**src/core/image_map_pkg.sv**
```systemverilog
// Constants and types shared by the process-image mapping block
`default_nettype none

package image_map_pkg;

  // ----------------------------------------------------------------
  // Link occupation and image geometry
  // ----------------------------------------------------------------
  localparam logic [2:0] STATIONS   = 3'h4;
  localparam int         NUM_WORDS  = 16;
  localparam int         WORD_W     = 16;
  localparam int         IMAGE_W    = NUM_WORDS * WORD_W;
  localparam int         SLOT_W     = 128;
  localparam logic [4:0] SCAN_LAST  = 5'h10;

  // ----------------------------------------------------------------
  // Host-to-remote control bit positions
  // ----------------------------------------------------------------
  localparam int BIT_OFFLINE = 0;
  localparam int BIT_AUTOADR = 1;
  localparam int BIT_CFGMODE = 2;
  localparam int BIT_PROTECT = 3;
  localparam int BIT_SELECT  = 4;
  localparam int BIT_BUF_N   = 5;
  localparam logic [15:0] CTRL_MASK = 16'h003f;

  // ----------------------------------------------------------------
  // Remote-to-host acknowledge bit positions and reset values
  // ----------------------------------------------------------------
  localparam int   ACK_SELECT     = 4;
  localparam int   ACK_BUF        = 5;
  localparam logic RST_SELECT_ACK = 1'b0;
  localparam logic RST_BUF_ACK    = 1'b1;
  localparam logic RST_BUF_N      = 1'b1;

  // ----------------------------------------------------------------
  // Image scan sequencer
  // ----------------------------------------------------------------
  typedef enum logic [1:0] {
    SCAN_IDLE = 2'b01,
    SCAN_RUN  = 2'b10
  } scan_e;

endpackage : image_map_pkg

`default_nettype wire

```
**src/core/resp_mem_if.sv**
```systemverilog
// Port bundle between the mapping core and the response memory
`timescale 1ns/1ps
`default_nettype none

interface resp_mem_if #(
  parameter int AW = 4,
  parameter int DW = 16
);
  logic          we;
  logic [AW-1:0] waddr;
  logic [DW-1:0] wdata;
  logic [AW-1:0] raddr;
  logic [DW-1:0] rdata;

  modport ctrl (output we, output waddr, output wdata, output raddr,
                input rdata);
  modport mem  (input we, input waddr, input wdata, input raddr,
                output rdata);
endinterface : resp_mem_if

`default_nettype wire

```
**src/core/resp_mem.sv**
```systemverilog
// Mailbox response word store with registered read data
`timescale 1ns/1ps
`default_nettype none

module resp_mem #(
  parameter int AW = 4,
  parameter int DW = 16
) (
  input  wire logic sys_clk,  // System clock
  resp_mem_if.mem   port      // Write and read ports
);

  logic [DW-1:0] store [2**AW];

  // ----------------------------------------------------------------
  // Write and registered read; no reset so it maps onto RAM
  // ----------------------------------------------------------------
  always_ff @(posedge sys_clk)
  begin
    if (port.we)
    begin
      store[port.waddr] <= port.wdata;
    end
    port.rdata <= store[port.raddr];
  end

endmodule : resp_mem

`default_nettype wire

```
**src/core/fieldbus_process_image_map.sv**
```systemverilog
// Cyclic process-image mapping between host link and AS-i master
`timescale 1ns/1ps
`default_nettype none

module fieldbus_process_image_map (
  input  wire logic         sys_clk,          // System clock, 10 MHz
  input  wire logic         rstn,             // Sync reset, active low
  input  wire logic [15:0]  host_to_remote_bits, // Host control bits
  input  wire logic         link_refresh,     // Cyclic refresh strobe
  input  wire logic [255:0] write_words,      // Host write word area
  input  wire logic         msg_req,          // Acyclic message attempt
  input  wire logic [127:0] slave_in_a,       // Single/A inputs, slot 0 unused
  input  wire logic [127:0] slave_in_b,       // B inputs, slot 0 unused
  input  wire logic         cfg_error,        // Configuration error seen
  input  wire logic         power_ok,         // AS-i power good
  input  wire logic         normal_op,        // Normal operation active
  input  wire logic         protected_active, // Protected mode active
  input  wire logic         resp_we,          // Mailbox response write
  input  wire logic [3:0]   resp_addr,        // Response word index
  input  wire logic [15:0]  resp_data,        // Response word data
  output logic [15:0]       remote_to_host_bits, // Acknowledge bits
  output logic [255:0]      read_words,       // Host read word area
  output logic              force_offline,    // Master held offline
  output logic              auto_addressing_enable, // Auto address ok
  output logic              config_mode_pulse,  // Enter config mode
  output logic              protect_mode_pulse, // Enter protected mode
  output logic [127:0]      slave_out_a,      // Single/A output nibbles
  output logic [127:0]      slave_out_b,      // B output nibbles
  output logic [255:0]      mbx_request,      // Mailbox request words
  output logic              mbx_req_stb,      // New mailbox request
  output logic              msg_reject,       // Message attempt refused
  output logic [2:0]        occupied_stations // Stations taken on link
);

  // ----------------------------------------------------------------
  // State record
  // ----------------------------------------------------------------
  typedef struct packed {
    image_map_pkg::scan_e st;
    logic [4:0]           idx;
    logic                 sel;
    logic                 buf_n;
    logic [5:0]           prev;
    logic                 offline;
    logic                 autoadr;
    logic                 cfg_pls;
    logic                 prot_pls;
    logic                 sel_ack;
    logic                 buf_ack;
    logic                 req_stb;
    logic                 reject;
    logic [2:0]           stations;
    logic [255:0]         rd_img;
    logic [127:0]         out_a;
    logic [127:0]         out_b;
    logic [255:0]         req;
  } state_s;

  state_s s_q;
  state_s s_d;

  resp_mem_if #(.AW(4), .DW(16)) mem_bus ();

  logic [3:0]   flags;
  logic [255:0] io_image;
  logic [5:0]   ctrl;

  // ----------------------------------------------------------------
  // Response memory; the mailbox engine fills it at its own pace
  // ----------------------------------------------------------------
  assign mem_bus.we    = resp_we;
  assign mem_bus.waddr = resp_addr;
  assign mem_bus.wdata = resp_data;
  assign mem_bus.raddr = s_q.idx[3:0];

  resp_mem #(.AW(4), .DW(16)) u_resp_mem (
    .sys_clk (sys_clk),
    .port    (mem_bus)
  );

  // ----------------------------------------------------------------
  // Input image: flags, then A slaves, then B with slot 0 blank
  // ----------------------------------------------------------------
  assign flags = {~protected_active, ~normal_op, ~power_ok,
                  cfg_error};
  assign io_image = {slave_in_b[127:4], 4'h0,
                     slave_in_a[127:4], flags};
  // Reserved control bits are simply never looked at
  assign ctrl = host_to_remote_bits[5:0];

  // ----------------------------------------------------------------
  // Next-state logic
  // ----------------------------------------------------------------
  always_comb
  begin
    logic [3:0]  w;
    logic [15:0] word;
    w    = 4'h0;
    word = 16'h0000;
    s_d  = s_q;
    s_d.stations = image_map_pkg::STATIONS;
    s_d.reject   = msg_req;
    s_d.req_stb  = 1'b0;
    // Control levels follow the host bits directly
    s_d.offline = ctrl[image_map_pkg::BIT_OFFLINE];
    s_d.autoadr = ctrl[image_map_pkg::BIT_AUTOADR];
    // Only the edge matters; a held level gives one pulse
    s_d.cfg_pls = ctrl[image_map_pkg::BIT_CFGMODE]
                  & ~s_q.prev[image_map_pkg::BIT_CFGMODE];
    s_d.prot_pls = ctrl[image_map_pkg::BIT_PROTECT]
                   & ~s_q.prev[image_map_pkg::BIT_PROTECT];
    s_d.prev = ctrl;
    case (s_q.st)
      image_map_pkg::SCAN_IDLE:
      begin
        if (link_refresh)
        begin
          // Mode is frozen for the whole scan so one image is coherent
          s_d.sel   = ctrl[image_map_pkg::BIT_SELECT];
          s_d.buf_n = ctrl[image_map_pkg::BIT_BUF_N];
          s_d.idx   = 5'h00;
          s_d.st    = image_map_pkg::SCAN_RUN;
          if (!ctrl[image_map_pkg::BIT_BUF_N])
          begin
            if (ctrl[image_map_pkg::BIT_SELECT])
            begin
              s_d.req     = write_words;
              s_d.req_stb = 1'b1;
            end
            else
            begin
              s_d.out_a = {write_words[127:4], 4'h0};
              s_d.out_b = {write_words[255:132], 4'h0};
            end
          end
        end
      end
      image_map_pkg::SCAN_RUN:
      begin
        s_d.idx = s_q.idx + 5'h01;
        // Memory data lag the address by one cycle
        if (s_q.idx != 5'h00)
        begin
          w = s_q.idx[3:0] - 4'h1;
          if (s_q.buf_n)
          begin
            word = 16'h0000;
          end
          else if (s_q.sel)
          begin
            word = mem_bus.rdata;
          end
          else
          begin
            word = io_image[{w, 4'h0} +: 16];
          end
          s_d.rd_img[{w, 4'h0} +: 16] = word;
        end
        if (s_q.idx == image_map_pkg::SCAN_LAST)
        begin
          // Acks move only once the whole image matches the mode
          s_d.sel_ack = s_q.sel;
          s_d.buf_ack = s_q.buf_n;
          s_d.st      = image_map_pkg::SCAN_IDLE;
        end
      end
      default:
      begin
        s_d.st = image_map_pkg::SCAN_IDLE;
      end
    endcase
  end

  // ----------------------------------------------------------------
  // State register
  // ----------------------------------------------------------------
  always_ff @(posedge sys_clk)
  begin
    if (!rstn)
    begin
      s_q          <= '0;
      s_q.st       <= image_map_pkg::SCAN_IDLE;
      s_q.buf_n    <= image_map_pkg::RST_BUF_N;
      s_q.sel_ack  <= image_map_pkg::RST_SELECT_ACK;
      s_q.buf_ack  <= image_map_pkg::RST_BUF_ACK;
      s_q.stations <= image_map_pkg::STATIONS;
    end
    else
    begin
      s_q <= s_d;
    end
  end

  // ----------------------------------------------------------------
  // Outputs, all straight from the state record
  // ----------------------------------------------------------------
  always_comb
  begin
    remote_to_host_bits = 16'h0000;
    remote_to_host_bits[image_map_pkg::ACK_SELECT] = s_q.sel_ack;
    remote_to_host_bits[image_map_pkg::ACK_BUF]    = s_q.buf_ack;
  end

  assign read_words             = s_q.rd_img;
  assign force_offline          = s_q.offline;
  assign auto_addressing_enable = s_q.autoadr;
  assign config_mode_pulse      = s_q.cfg_pls;
  assign protect_mode_pulse     = s_q.prot_pls;
  assign slave_out_a            = s_q.out_a;
  assign slave_out_b            = s_q.out_b;
  assign mbx_request            = s_q.req;
  assign mbx_req_stb            = s_q.req_stb;
  assign msg_reject             = s_q.reject;
  assign occupied_stations      = s_q.stations;

  logic scan_start;
  logic first_word;
  assign scan_start = link_refresh
                      && (s_q.st == image_map_pkg::SCAN_IDLE);
  assign first_word = (s_q.st == image_map_pkg::SCAN_RUN)
                      && (s_q.idx == 5'h01);

  // Scan cycle that writes word 8, whose low nibble has no slave
  logic b_word;
  assign b_word = (s_q.st == image_map_pkg::SCAN_RUN)
                  && (s_q.idx == 5'h09);

  logic content_select_ack_w;
  assign content_select_ack_w = remote_to_host_bits[4];
endmodule : fieldbus_process_image_map

`default_nettype wire

```
**config.mk**
```make
export PLATFORM = sky130hd
export DESIGN_NAME = fieldbus_process_image_map
export DESIGN_NICKNAME = d
export VERILOG_FILES = /design/src/core/image_map_pkg.sv /design/src/core/resp_mem_if.sv /design/src/core/resp_mem.sv /design/src/core/fieldbus_process_image_map.sv
export SDC_FILE = /design/constraint.sdc
export NUM_CORES = 2
export LEC_CHECK = 0
export ABC_AREA = 1
export BUFFER_PORTS_ARGS = -buffer_cell sky130_fd_sc_hd__buf_2
export CAP_MARGIN = 20
export CORE_AREA = 2 2 521 523
export DETAILED_ROUTE_END_ITERATION = 8
export DIE_AREA = 0 0 523 525
export GPL_TIMING_DRIVEN = 0
export HOLD_SLACK_MARGIN = 0.02
export SYNTH_ARGS = -nofsm -noshare
export SYNTH_HDL_FRONTEND = slang
export SYNTH_SLANG_ARGS = --single-unit
```
**constraint.sdc**
```tcl
create_clock -name sys_clk -period 5.09 [get_ports sys_clk]
set_input_delay 1.527 -clock sys_clk [delete_from_list [all_inputs] [get_ports sys_clk]]
set_output_delay 1.527 -clock sys_clk [all_outputs]
set_load 0.1 [all_outputs]
```
==> flow_metrics.tcl <==
set metrics [dict create \
    grt_pass1_wl_um 358000 \
    worst_ep_arrival_time_ps 5770 \
    yosysUniqueCellTypes 30 \
    fin_crit_sh 1.01 \
    synth_ff_type "dfxtp_1" \
    grt_pass1_vias 41600 \
    violations "negative setup slack" \
    synth.avg_cell_area_sq_um 8.12 \
    cap_violations 0 \
    rsz0062_at_grt "true" \
    drtIter0Drc 4542 \
    synthAdderAreaFrac 0.00163 \
    drv_slew 0 \
    grt_max_degree 22 \
    vias 45300 \
    first_pass_iters 6 \
    worst_slack_ps -46.6 \
    clkLatencyLatePin_ps 890 \
    synth_compound_area_frac 0.120 \
    numCtsBuffers 123 \
    relSlewSlack 0.193 \
    cp_max_fo 12 \
    end_kind "flip-flop" \
    htreeDepth 3 \
    dp.cells 10600 \
    synthXorXnorAreaFrac 0 \
    wl_um 274000 \
    ys.warnings.count 0 \
    area_growth_pct 34.1 \
    status "complete, but fails checks" \
    portBuffers 1305 \
    synthCells 5686 \
    final_cells 10900 \
    final_nets 7724 \
    seqPwrFrac 0.411 \
    clockPowerShare 0.419 \
    cts_setup_buffers 0 \
    skew_ps 92.8 \
    clock_path_buffers 4 \
    ant_nets 0 \
    combPwrFrac 0.170 \
    setup_viol 1 \
    drcViolationCount 0 \
    critPathKind "flip-flop to flip-flop" \
    overflow 0 \
    rows 191 \
    seq_area_frac_synth 0.511 \
    grt_antenna_before_repair 162 \
    yosys_register_bits 1051 \
    cp-start-kind "flip-flop" \
    clock.fmax_mhz 195 \
    die_x_um 523 \
    initial_core_util 0.172 \
    hold_violations 0 \
    die_y_um 525 \
    switchingPower_uw 6950 \
    synth_top_family_by_area "simple AND/OR/NAND/NOR gates" \
    yosys-mux-area-fraction 0 \
    crit_required_ps 5720 \
    cts_tree "built" \
    final_common_cell "buf_2" \
    synthSimpleGateAreaFrac 0.193 \
    gp_routability_congestion 0.977 \
    async_flop_share 0 \
    syn_area_sq_um 46200 \
    drt-wirelength-per-cell_um 25.1 \
    via_per_inst 4.16 \
    final_cell_mix "buf_2, nor2_1, dfxtp_1" \
    drive_above_1_share 0.340 \
    timing_worst_slew_pin_value_ps 1210 \
    cts-root-buf "clkbuf_16" \
    p_leak_uw 0.0292 \
    hold_class "flip-flop to flip-flop" \
    hold_ws_ps 394 \
    cts.reportedPaths.clkPinSlew_ps 70 \
    track_usage 0.190 \
    fp.coreArea_sq_um 269000 \
    irDropWorstVdd_mv 0.302 \
    dpl.hpwl_um 227000 \
    die-area_sq_um 275000 \
    p_int_uw 14700 \
    period_needed_ps 5140 \
    ios 1350 \
    synth_edf_count 256 \
    cts_sinks 1051 \
    p_per_area_nw_per_um2 350 \
    power.share.switching 0.320 \
]
-- Yosys cell counts (11+ instances only) --
library cell  number  area, sq um
o22ai_1           43          269
buf_4            791         5940
dfxtp_1          795        15900
o221ai_1          21          184
o21ai_0          738         3690
buf_2             64          320
nand3_1          319         1600
inv_1            169          634
nand2_1          672         2520
edfxtp_1         256         7690
clkbuf_1         253          950
nor2_1          1198         4500
inv_2             21         78.8
buf_1             21         78.8
nand2_2           13         81.3
o211ai_1          11         82.6
a21oi_1          261         1310
-- final timing paths --
| path | from | endpoint | slack (ps) | cells past startpoint |
|---|---|---|---|---|
| max | mem_bus.raddr[1] | read_words[226] | -50 | 13 |
| min | s_q[782] | protect_mode_pulse | 390 | 1 |
| max reg2reg | mem_bus.raddr[1] | read_words[226] | -50 | 13 |
| min reg2reg | s_q[782] | protect_mode_pulse | 390 | 1 |
-- through the flow --
stage | area [sq um] | worst slack [ps] | TNS, ps | power (uW) | util
after CTS | 61800 | 88.7 | 0 | 21800 | 0.229
final | 61900 | -46.6 | -46.6 | 21700 | 0.230
after global routing | 61800 | -57.7 | -318 | 22300 | 0.230
after floorplan | 46300 | 2100 | 0 | 11500 | -
after detailed placement | 57700 | -519 | -40690 | 12800 | 0.214
after global placement | 57300 | -775 | -196840 | 12700 | 0.213
-- sequential cells by signal (all words and copies together), names as in the netlist --
register and cells:
s_q 9, protect_mode_pulse 1, slave_out_b 124, u_resp_mem.port.rdata 16, mem_bus.raddr 4, config_mode_pulse 1
read_words 256, remote_to_host_bits 1, mbx_req_stb 1, mbx_request 256, content_select_ack_w 1, u_resp_mem.store 256
slave_out_a 124, msg_reject 1
-- critical path, stage by stage (launching register included) --
cell	delay, ps
dfxtp_1	420
inv_1	210
clkbuf_1	520
clkbuf_1	540
ha_1	290
clkbuf_1	470
buf_1	690
nand3_1	250
nand3_1	150
nand3_1	250
nand2_1	160
nand2_1	270
nand3_1	590
a21oi_1	120
-- layer usage --
metal  GRT usage  share of wire
met5           0         0.0012
met2       0.285           0.42
met4      0.0934          0.058
met3      0.0676           0.11
met1       0.240           0.41
-- power by group through the flow --
stage / logic (uW) / registers, uW / clock network [uW]
floorplan: 2470 / 9080 / 0
global placement: 3630 / 9100 / 0
global route: 3830 / 8940 / 9540
detailed placement: 3660 / 9100 / 0
CTS: 3670 / 8920 / 9250
finish: 3680 / 8920 / 9090
-- area by class of cell --
cell class / count / area, sq um
buffer: 1131 / 7330
timing repair buffer: 1328 / 6900
fill: 30100 / 207000
multi-input combinational: 3333 / 14700
inverter: 193 / 727
sequential: 1051 / 23600
clock buffer: 167 / 3440
tap: 3570 / 4470
antenna: 65 / 163
clock inverter: 59 / 623
-- kinds of logic (layout without fill, tap and decap cells) --
logic type	count (synthesis)	in the layout
adders and majority gates	6	6
AOI/OAI and AO/OA	1077	1077
DFF	1051	1051
and+or+nand+nor	2225	2225
buffers and inverters	1325	2878
other	2	90
-- timing repair --
item / CTS / global route
gates resized for setup: 4 / 7
pin swaps: 0 / 0
hold buffers: 0 / 0
cloned: 0 / 0
setup endpoints to repair: 204 / 54
No activity file was read; power rests on OpenSTA's default activity.
